--- src/bsq_defs.svh ---
// Constants for the buck start-up and over-voltage sequencer.
// Assumes a 10 MHz controller clock; included by the package users.
`ifndef BSQ_DEFS_SVH
`define BSQ_DEFS_SVH

// Register byte offsets.
`define BSQ_OFF_DELAY1 8'h00
`define BSQ_OFF_DELAY2 8'h04
`define BSQ_OFF_STATUS 8'h08
`define BSQ_OFF_IRQ_STAT 8'h0C
`define BSQ_OFF_IRQ_EN 8'h10
`define BSQ_OFF_IRQ_CLR 8'h14

// Reset values.
`define BSQ_RST_DELAY 16'h0000
`define BSQ_RST_IRQ_EN 8'h00

// Field positions.
`define BSQ_STAT_MEM_BIT 16
`define BSQ_EV_PG_RISE 0
`define BSQ_EV_OV1 1
`define BSQ_EV_OV2 2
`define BSQ_EV_HICCUP 3

// Timing.
`define BSQ_CLK_NS 100
`define BSQ_T_DEB_NS 1000
`define BSQ_T_NEG_OFF_NS 50
`define BSQ_DEB_CYC (`BSQ_T_DEB_NS / `BSQ_CLK_NS)
`define BSQ_NEG_OFF_CYC \
    ((`BSQ_T_NEG_OFF_NS + `BSQ_CLK_NS - 1) / `BSQ_CLK_NS)

`endif

--- src/bsq_pkg.sv ---
// Types for the buck start-up and over-voltage sequencer.
// Assumes nothing of its surroundings.
package bsq_pkg;
    typedef enum logic [2:0] {
        ST_OFF,
        ST_RST_WAIT,
        ST_DELAY,
        ST_SOFTSTART,
        ST_GOOD_WAIT,
        ST_RUN,
        ST_HICCUP
    } bsq_state_t;
endpackage

--- src/bsq_sequencer.sv ---
// Two-channel start-up sequencer with recoverable over-voltage handling.
// Assumes comparator results and straps arrive asynchronously on pins,
// switch requests come from a modulator on clk, and APB on clk.
//
// Decided for this implementation: the register addresses and the APB interface to the registers.
`timescale 1ns/1ps
`include "bsq_defs.svh"

module bsq_sequencer #(
    parameter logic [15:0] RST_WAIT_CYC = 16'h03E8,
    parameter logic [15:0] GOOD_DELAY_CYC = 16'h2710,
    parameter logic [15:0] HICCUP_CYC = 16'h4E20
) (
    // Clock, reset, enable
    input wire logic clk,
    input wire logic rst_n,
    input wire logic ce,
    // APB slave
    input wire logic psel,
    input wire logic penable,
    input wire logic pwrite,
    input wire logic [31:0] paddr,
    input wire logic [31:0] pwdata,
    output logic [31:0] prdata,
    output logic pready,
    output logic pslverr,
    // Asynchronous pins and comparators
    input wire logic [1:0] channel_enable,
    input wire logic internal_supply_good,
    input wire logic stage_ready_in,
    input wire logic delay2_memmode_select,
    input wire logic [1:0] softstart_done,
    input wire logic [1:0] hiccup_request,
    input wire logic [1:0] ov1_cmp,
    input wire logic [1:0] ov2_cmp,
    input wire logic [1:0] ov_clear_cmp,
    input wire logic [1:0] neg_ilim_cmp,
    // Modulator requests on clk
    input wire logic [1:0] pwm_hs_req,
    input wire logic [1:0] pwm_ls_req,
    // Power stage and status outputs
    output logic [1:0] hs_on,
    output logic [1:0] ls_on,
    output logic [1:0] ramp_enable,
    output logic [1:0] output_good_flag,
    output logic [1:0] overvolt_level_one,
    output logic [1:0] overvolt_level_two,
    output logic memory_mode,
    output logic irq
);
    localparam int NS = 17;
    // The strap bit resets to its idle high level, so that memory mode is
    // not latched by mistake in the two cycles after reset.
    localparam logic [NS-1:0] SY_RST = 17'h00001;

    function automatic logic [2:0] reg_sel(input logic [31:0] a);
        if (a[31:8] != 24'h000000) begin
            reg_sel = 3'h7;
        end else begin
            case (a[7:0])
                `BSQ_OFF_DELAY1: reg_sel = 3'h0;
                `BSQ_OFF_DELAY2: reg_sel = 3'h1;
                `BSQ_OFF_STATUS: reg_sel = 3'h2;
                `BSQ_OFF_IRQ_STAT: reg_sel = 3'h3;
                `BSQ_OFF_IRQ_EN: reg_sel = 3'h4;
                `BSQ_OFF_IRQ_CLR: reg_sel = 3'h5;
                default: reg_sel = 3'h7;
            endcase
        end
    endfunction

    // Two-flop synchronisers; only the second stage is read.
    logic [NS-1:0] sy1_reg, sy2_reg, sy_raw;
    assign sy_raw = {neg_ilim_cmp, ov_clear_cmp, ov2_cmp, ov1_cmp,
                     hiccup_request, softstart_done, channel_enable,
                     internal_supply_good, stage_ready_in,
                     delay2_memmode_select};
    always_ff @(posedge clk) begin
        if (!rst_n) begin
            sy1_reg <= SY_RST;
            sy2_reg <= SY_RST;
        end else if (ce) begin
            sy1_reg <= sy_raw;
            sy2_reg <= sy1_reg;
        end
    end

    logic s_msel, s_stage, s_supply;
    logic [1:0] s_en, s_ssd, s_hic, s_ov1, s_ov2, s_clr, s_neg;
    assign s_msel = sy2_reg[0];
    assign s_stage = sy2_reg[1];
    assign s_supply = sy2_reg[2];
    assign s_en = sy2_reg[4:3];
    assign s_ssd = sy2_reg[6:5];
    assign s_hic = sy2_reg[8:7];
    assign s_ov1 = sy2_reg[10:9];
    assign s_ov2 = sy2_reg[12:11];
    assign s_clr = sy2_reg[14:13];
    assign s_neg = sy2_reg[16:15];

    // Register file and memory mode latch.
    logic [15:0] dly_reg [2];
    logic [15:0] dly_next [2];
    logic [7:0] irq_en_reg, irq_en_next, irq_st_reg, irq_st_next;
    logic [31:0] prdata_reg, prdata_next;
    logic pready_reg, pready_next, pslverr_reg, pslverr_next;
    logic irq_reg, irq_next, mem_reg, mem_next;
    logic [7:0] ev_w;
    logic [15:0] stat_w;
    logic [1:0] off_w;
    logic acc, wr;
    logic [2:0] sel;

    always_comb begin
        acc = psel & penable;
        wr = acc & pready_reg & pwrite;
        sel = reg_sel(paddr);
        dly_next[0] = dly_reg[0];
        dly_next[1] = dly_reg[1];
        irq_en_next = irq_en_reg;
        pready_next = acc & ~pready_reg;
        prdata_next = prdata_reg;
        pslverr_next = pslverr_reg;
        if (acc & ~pready_reg) begin
            pslverr_next = (reg_sel(paddr) == 3'h7);
            case (reg_sel(paddr))
                3'h0: prdata_next = {16'h0000, dly_reg[0]};
                3'h1: prdata_next = {16'h0000, dly_reg[1]};
                3'h2: prdata_next = {15'h0000, mem_reg, stat_w};
                3'h3: prdata_next = {24'h000000, irq_st_reg};
                3'h4: prdata_next = {24'h000000, irq_en_reg};
                default: prdata_next = 32'h00000000;
            endcase
        end
        if (wr && sel == 3'h0) begin
            dly_next[0] = pwdata[15:0];
        end
        if (wr && sel == 3'h1) begin
            dly_next[1] = pwdata[15:0];
        end
        if (wr && sel == 3'h4) begin
            irq_en_next = pwdata[7:0];
        end
        // A new event outranks a clear written in the same cycle.
        irq_st_next = irq_st_reg | ev_w;
        if (wr && sel == 3'h5) begin
            irq_st_next = (irq_st_reg & ~pwdata[7:0]) | ev_w;
        end
        irq_next = |(irq_st_next & irq_en_next);
        // The strap is only looked at while nothing is starting.
        mem_next = (&off_w) ? ~s_msel : mem_reg;
    end

    always_ff @(posedge clk) begin
        if (!rst_n) begin
            dly_reg[0] <= `BSQ_RST_DELAY;
            dly_reg[1] <= `BSQ_RST_DELAY;
            irq_en_reg <= `BSQ_RST_IRQ_EN;
            irq_st_reg <= 8'h00;
            prdata_reg <= 32'h00000000;
            pready_reg <= 1'b0;
            pslverr_reg <= 1'b0;
            irq_reg <= 1'b0;
            mem_reg <= 1'b0;
        end else if (ce) begin
            dly_reg[0] <= dly_next[0];
            dly_reg[1] <= dly_next[1];
            irq_en_reg <= irq_en_next;
            irq_st_reg <= irq_st_next;
            prdata_reg <= prdata_next;
            pready_reg <= pready_next;
            pslverr_reg <= pslverr_next;
            irq_reg <= irq_next;
            mem_reg <= mem_next;
        end
    end

    assign prdata = prdata_reg;
    assign pready = pready_reg;
    assign pslverr = pslverr_reg;
    assign irq = irq_reg;
    assign memory_mode = mem_reg;

    // In memory mode a hiccup request from either side hits both.
    logic [1:0] hic_w;
    assign hic_w = mem_reg ? {2{|s_hic}} : s_hic;

    for (genvar i = 0; i < 2; i++) begin : g_ch
        bsq_pkg::bsq_state_t st_reg, st_next;
        logic [15:0] tmr_reg, tmr_next, dly;
        logic [3:0] c1_reg, c1_next, c2_reg, c2_next;
        logic [1:0] nc_reg, nc_next;
        logic ov1_reg, ov1_next, ov2_reg, ov2_next;
        logic hs_reg, hs_next, ls_reg, ls_next, lsok_reg, lsok_next;
        logic pg_reg, pg_next, rmp_reg, rmp_next;
        logic go, arm1, arm2, trip1, trip2, live_next;

        always_comb begin
            go = s_en[i] & s_supply & s_stage;
            dly = mem_reg ? dly_reg[0] : dly_reg[i];
            arm2 = (st_reg == bsq_pkg::ST_SOFTSTART) ||
                   (st_reg == bsq_pkg::ST_GOOD_WAIT) ||
                   (st_reg == bsq_pkg::ST_RUN);
            arm1 = (st_reg == bsq_pkg::ST_RUN);
            c1_next = !s_ov1[i] ? 4'h0 :
                      (c1_reg == 4'(`BSQ_DEB_CYC)) ? c1_reg : c1_reg + 4'h1;
            c2_next = !s_ov2[i] ? 4'h0 :
                      (c2_reg == 4'(`BSQ_DEB_CYC)) ? c2_reg : c2_reg + 4'h1;
            trip1 = s_ov1[i] && c1_reg == 4'(`BSQ_DEB_CYC);
            trip2 = s_ov2[i] && c2_reg == 4'(`BSQ_DEB_CYC);
            ov2_next = ov2_reg;
            ov1_next = ov1_reg;
            if (!arm2) begin
                ov2_next = 1'b0;
                ov1_next = 1'b0;
            end else if (trip2) begin
                ov2_next = 1'b1;
                ov1_next = 1'b0;
            end else if (arm1 && trip1 && !ov2_reg) begin
                ov1_next = 1'b1;
            end else if (s_clr[i]) begin
                ov2_next = 1'b0;
                ov1_next = 1'b0;
            end
            st_next = st_reg;
            tmr_next = tmr_reg;
            case (st_reg)
                bsq_pkg::ST_OFF: begin
                    tmr_next = 16'h0000;
                    if (go) begin
                        st_next = bsq_pkg::ST_RST_WAIT;
                    end
                end
                bsq_pkg::ST_RST_WAIT: begin
                    tmr_next = tmr_reg + 16'h0001;
                    if (tmr_reg >= RST_WAIT_CYC - 16'h0001) begin
                        st_next = bsq_pkg::ST_DELAY;
                        tmr_next = 16'h0000;
                    end
                end
                bsq_pkg::ST_DELAY: begin
                    tmr_next = tmr_reg + 16'h0001;
                    if (tmr_reg >= dly) begin
                        st_next = bsq_pkg::ST_SOFTSTART;
                        tmr_next = 16'h0000;
                    end
                end
                bsq_pkg::ST_SOFTSTART: begin
                    if (s_ssd[i]) begin
                        st_next = bsq_pkg::ST_GOOD_WAIT;
                        tmr_next = 16'h0000;
                    end
                end
                bsq_pkg::ST_GOOD_WAIT: begin
                    // The good delay restarts only once the fault is gone.
                    if (ov1_reg || ov2_reg) begin
                        tmr_next = 16'h0000;
                    end else if (tmr_reg >= GOOD_DELAY_CYC - 16'h0001) begin
                        st_next = bsq_pkg::ST_RUN;
                    end else begin
                        tmr_next = tmr_reg + 16'h0001;
                    end
                end
                bsq_pkg::ST_RUN: begin
                    if (ov1_next || ov2_next) begin
                        st_next = bsq_pkg::ST_GOOD_WAIT;
                        tmr_next = 16'h0000;
                    end
                end
                bsq_pkg::ST_HICCUP: begin
                    tmr_next = tmr_reg + 16'h0001;
                    if (tmr_reg >= HICCUP_CYC - 16'h0001) begin
                        st_next = bsq_pkg::ST_RST_WAIT;
                        tmr_next = 16'h0000;
                    end
                end
                default: begin
                    st_next = bsq_pkg::ST_OFF;
                    tmr_next = 16'h0000;
                end
            endcase
            if (arm2 && hic_w[i]) begin
                st_next = bsq_pkg::ST_HICCUP;
                tmr_next = 16'h0000;
            end
            if (!go) begin
                st_next = bsq_pkg::ST_OFF;
            end
            live_next = (st_next == bsq_pkg::ST_SOFTSTART) ||
                        (st_next == bsq_pkg::ST_GOOD_WAIT) ||
                        (st_next == bsq_pkg::ST_RUN);
            if (!live_next) begin
                ov1_next = 1'b0;
                ov2_next = 1'b0;
            end
            nc_next = 2'h0;
            if (ov1_next && s_neg[i]) begin
                nc_next = 2'(`BSQ_NEG_OFF_CYC);
            end else if (ov1_next && nc_reg != 2'h0) begin
                nc_next = nc_reg - 2'h1;
            end
            // Pre-biased output: no modulator low-side until switching has begun.
            lsok_next = live_next & (lsok_reg | pwm_hs_req[i]);
            hs_next = 1'b0;
            ls_next = 1'b0;
            if (ov2_next) begin
                ls_next = 1'b1;
            end else if (ov1_next) begin
                ls_next = ~s_neg[i] & (nc_reg == 2'h0);
            end else if (live_next) begin
                hs_next = pwm_hs_req[i];
                ls_next = pwm_ls_req[i] & lsok_next;
            end
            rmp_next = live_next;
            pg_next = (st_next == bsq_pkg::ST_RUN) &&
                      !ov1_next && !ov2_next;
        end

        always_ff @(posedge clk) begin
            if (!rst_n) begin
                st_reg <= bsq_pkg::ST_OFF;
                tmr_reg <= 16'h0000;
                c1_reg <= 4'h0;
                c2_reg <= 4'h0;
                nc_reg <= 2'h0;
                ov1_reg <= 1'b0;
                ov2_reg <= 1'b0;
                hs_reg <= 1'b0;
                ls_reg <= 1'b0;
                lsok_reg <= 1'b0;
                pg_reg <= 1'b0;
                rmp_reg <= 1'b0;
            end else if (ce) begin
                st_reg <= st_next;
                tmr_reg <= tmr_next;
                c1_reg <= c1_next;
                c2_reg <= c2_next;
                nc_reg <= nc_next;
                ov1_reg <= ov1_next;
                ov2_reg <= ov2_next;
                hs_reg <= hs_next;
                ls_reg <= ls_next;
                lsok_reg <= lsok_next;
                pg_reg <= pg_next;
                rmp_reg <= rmp_next;
            end
        end

        assign hs_on[i] = hs_reg;
        assign ls_on[i] = ls_reg;
        assign ramp_enable[i] = rmp_reg;
        assign output_good_flag[i] = pg_reg;
        assign overvolt_level_one[i] = ov1_reg;
        assign overvolt_level_two[i] = ov2_reg;
        assign off_w[i] = (st_reg == bsq_pkg::ST_OFF);
        assign stat_w[i*8 +: 8] = {2'h0, pg_reg, ov2_reg, ov1_reg,
                                   3'(st_reg)};
        assign ev_w[i*4 + `BSQ_EV_PG_RISE] = ce & pg_next & ~pg_reg;
        assign ev_w[i*4 + `BSQ_EV_OV1] = ce & ov1_next & ~ov1_reg;
        assign ev_w[i*4 + `BSQ_EV_OV2] = ce & ov2_next & ~ov2_reg;
        assign ev_w[i*4 + `BSQ_EV_HICCUP] = ce &
            (st_next == bsq_pkg::ST_HICCUP) & (st_reg != bsq_pkg::ST_HICCUP);
    end
endmodule

--- config.mk ---
export PLATFORM = sky130hd
export DESIGN_NAME = bsq_sequencer
export DESIGN_NICKNAME = d
export VERILOG_FILES = /design/src/bsq_pkg.sv /design/src/bsq_sequencer.sv
export VERILOG_INCLUDE_DIRS = /design/src /design/src/src
export SDC_FILE = /design/constraint.sdc
export NUM_CORES = 1
export LEC_CHECK = 0
export BUFFER_PORTS_ARGS = -buffer_cell sky130_fd_sc_hd__buf_2
export CORE_MARGIN = 5
export CORE_UTILIZATION = 45
export CTS_CLUSTER_DIAMETER = 30
export DETAILED_ROUTE_END_ITERATION = 8
export HOLD_SLACK_MARGIN = 0.02
export PLACE_DENSITY = 0.71
export SLEW_MARGIN = 0
export SYNTH_ARGS = -nofsm -noshare
export SYNTH_HDL_FRONTEND = slang
export SYNTH_SLANG_ARGS = --single-unit
--- constraint.sdc ---
create_clock -name clk -period 6.53 [get_ports clk]
set_input_delay 1.959 -clock clk [delete_from_list [all_inputs] [get_ports clk]]
set_output_delay 1.959 -clock clk [all_outputs]
set_load 0.05 [all_outputs]
==> results.json <==
{
  "start_util_pct": 45.24,
  "skew_ns": 0.01065,
  "yosys.area.top_type": "dfxtp_1",
  "clk_pin_slew_ns": 0.06,
  "power_density_nw_per_um2": 205.9,
  "yosysSeqAreaShare_pct": 37.68,
  "timing.final.crit_share_pct": 72.68,
  "r2r-end": "irq_st_reg[5]",
  "ys_warn_count": 0,
  "num_antenna_cells": 0,
  "netlist_instances": 1148,
  "hold_path_depth": 2,
  "status": "finished, final reports clean",
  "total_power_uw": 2319,
  "tightest_slew_ns": 1.163,
  "vias": 8715,
  "cts_root_buf": "clkbuf_16",
  "drt_first_pass_iters": 5,
  "crit_start": "paddr[23]",
  "avgSynthCellArea_um2": 8.840,
  "viasPerCell": 5.768,
  "async_flop_share_pct": 0,
  "synth_seq_cells": 175,
  "yosys-top-cells-area": "dfxtp_1 28%, edfxtp_1 9.5%, mux2i_1 7.3%",
  "fillers": 2133,
  "cts_sinks": 175,
  "critPathCaptureType": "flip-flop",
  "cts_hold_buf": 0,
  "syn_area_um2": 10150,
  "path_max_fanout": 16,
  "hp-class": "reg2reg",
  "synth-xor-area-share_pct": 2.416,
  "final-hold-violation-count": 0,
  "slew_viol_final": 0,
  "rsz0062_at_grt": "false",
  "r2r.worst_path.cells": 10,
  "dp_hpwl_um": 19430,
  "wl_per_cell_um": 17.60,
  "worstSetupStartpointType": "input pin",
  "synth_edf_count": 32,
  "synth.most_common_cell": "dfxtp_1",
  "arrival_ns": 4.80,
  "setup_viol": 0,
  "p_leak_uw": 0.004359,
  "max-cap-violations": 0,
  "die_x_um": 160.2,
  "core_um2": 22430,
  "final_nets": 1348,
  "fp-row-count": 55,
  "cts_resized": 0,
  "synthAdderAreaFrac_pct": 5.425,
  "peakVddDrop_mv": 0.1740,
  "cts_tree": "yes",
  "ant_nets": 0,
  "grt_max_degree": 70,
  "fin_crit_ns": 4.746,
  "clockBufferDepth": 2,
  "cp.required_ns": 6.59,
  "htree_levels": 4,
  "first_iter_violations": 801,
  "die_y_um": 160.2,
  "grt_usage_pct": 20.41,
  "place.gp.congestion": 0.8789,
  "r2r-start": "memory_mode",
  "pin_count": 139,
  "r2r_slack_ns": 2.18,
  "timing.fmax_mhz": 210.7,
  "synth_cell_type_count": 81,
  "synth_common_cells": "143 x dfxtp_1, 111 x nand2_1, 81 x nor2_1, 74 x mux2i_1, 63 x nor2b_1",
  "drive_above_1_share_pct": 13.87,
  "insertion_delay_ns": 0.43,
  "cts_made_buffers": 17,
  "yosys.area.top_type_share_pct": 28.21,
  "holdWs_ns": 0.4615,
  "worstHoldStart": "g_ch[0].ls_reg",
  "synth-simple-area-share_pct": 24.82,
  "synth_top_family_by_area": "simple AND/OR/NAND/NOR gates",
  "antenna_found_initial": 0,
  "setup_tns_ns": 0,
  "drcViolationCount": 0,
  "dieArea_um2": 25660,
  "io_buffers": 107,
  "hold_end": "g_ch[0].ls_reg",
  "worstSetupPathType": "in2reg",
  "synthFlopType": "dfxtp_1",
  "overflow": 0,
  "grt_pass1_wl_um": 43190,
  "synthMuxAreaShare_pct": 7.632,
  "slew_headroom_pct": 22.36,
  "wirelength_um": 26590,
  "grt_pass1_vias": 8289,
  "synth_compound_area_share_pct": 15.97,
  "post-cts-setup-buffer-count": 0,
  "areaGrowthSynthToFinish_pct": 10.97
}
-- placed cells by master (no fill, tap or decap), types with 14 or more instances in the layout --
cell       count
a21oi_1       34
a21boi_0      35
inv_1         43
nand3_1       38
and3_1        23
nor4_1        25
nor3_1        21
xnor2_1       25
conb_1        15
nor2_1        81
nand4_1       18
and2_1        17
o21ai_0       47
buf_2        105
o21a_1        14
mux2i_1       74
clkbuf_16     17
ha_1          44
edfxtp_1      32
nand2_1      111
dfxtp_1      143
nor2b_1       63
-- worst max-delay path, cell delays in order --
cell and delay (ns):
buf_2 0.10, nor4_1 0.41, and4_1 0.33, nand2_1 0.19
or3_1 0.59, a21oi_1 0.46, nand3_1 0.14, nand2_1 0.61
-- cells by family (layout without fill, tap and decap cells) --
| group | Yosys count | count (layout) |
|---|---|---|
| AO/OA/AOI/OAI | 226 | 226 |
| AND/OR/NAND/NOR | 471 | 471 |
| buffers and inverters | 126 | 190 |
| other | 1 | 15 |
| XOR/XNOR | 28 | 28 |
| adder cells (fa/ha/maj) | 44 | 44 |
| multiplexers | 77 | 77 |
| flip-flops | 175 | 175 |
-- how the worst max path moves through the flow --
stage	endpoint	slack, ns
final	dly_reg[0][11]	1.78
after global routing	dly_reg[0][12]	1.57
after CTS	dly_reg[0][12]	1.78
after detailed placement	dly_reg[0][11]	1.37
after global placement	dly_reg[0][9]	1.50
after floorplan	dly_reg[0][16]	2.26
-- per-stage QoR --
step                setup WS, ns  util [%]  instance area [um2]  instances
floorplan                  2.258         -                10200       1162
global placement           1.497     47.73                10710       1479
detailed placement         1.371     47.73                10710       1479
CTS                        1.783     50.20                11260       1511
global route               1.566     50.20                11260       1511
finish                     1.784     50.20                11260       1511
-- power breakdown --
part / total [uW] / switching [uW] / internal [uW]
Combinational: 188 / 119 / 69.5
Clock: 976 / 437 / 538
Sequential: 1150 / 25.8 / 1130
Total: 2320 / 582 / 1740
-- routing by layer --
layer	up-vias	global-route usage, %	wire length, um
li1	4236	-	-
met1	4151	27.58	11750
met2	277	32.74	12520
met3	51	4.052	1599
met4	0	7.000	718
met5	-	0	0
-- final cells by class --
type	count	area, um2	area share [%]
well taps	285	356.6	3.166
multi-input cells	861	5766	51.19
clock buffers	20	446.7	3.966
clock inverters	12	107.6	0.9554
repair buffers	115	600.6	5.333
flip-flops and latches	175	3824	33.95
inverters	43	161.4	1.433
Power figures use the tool's default switching activity.
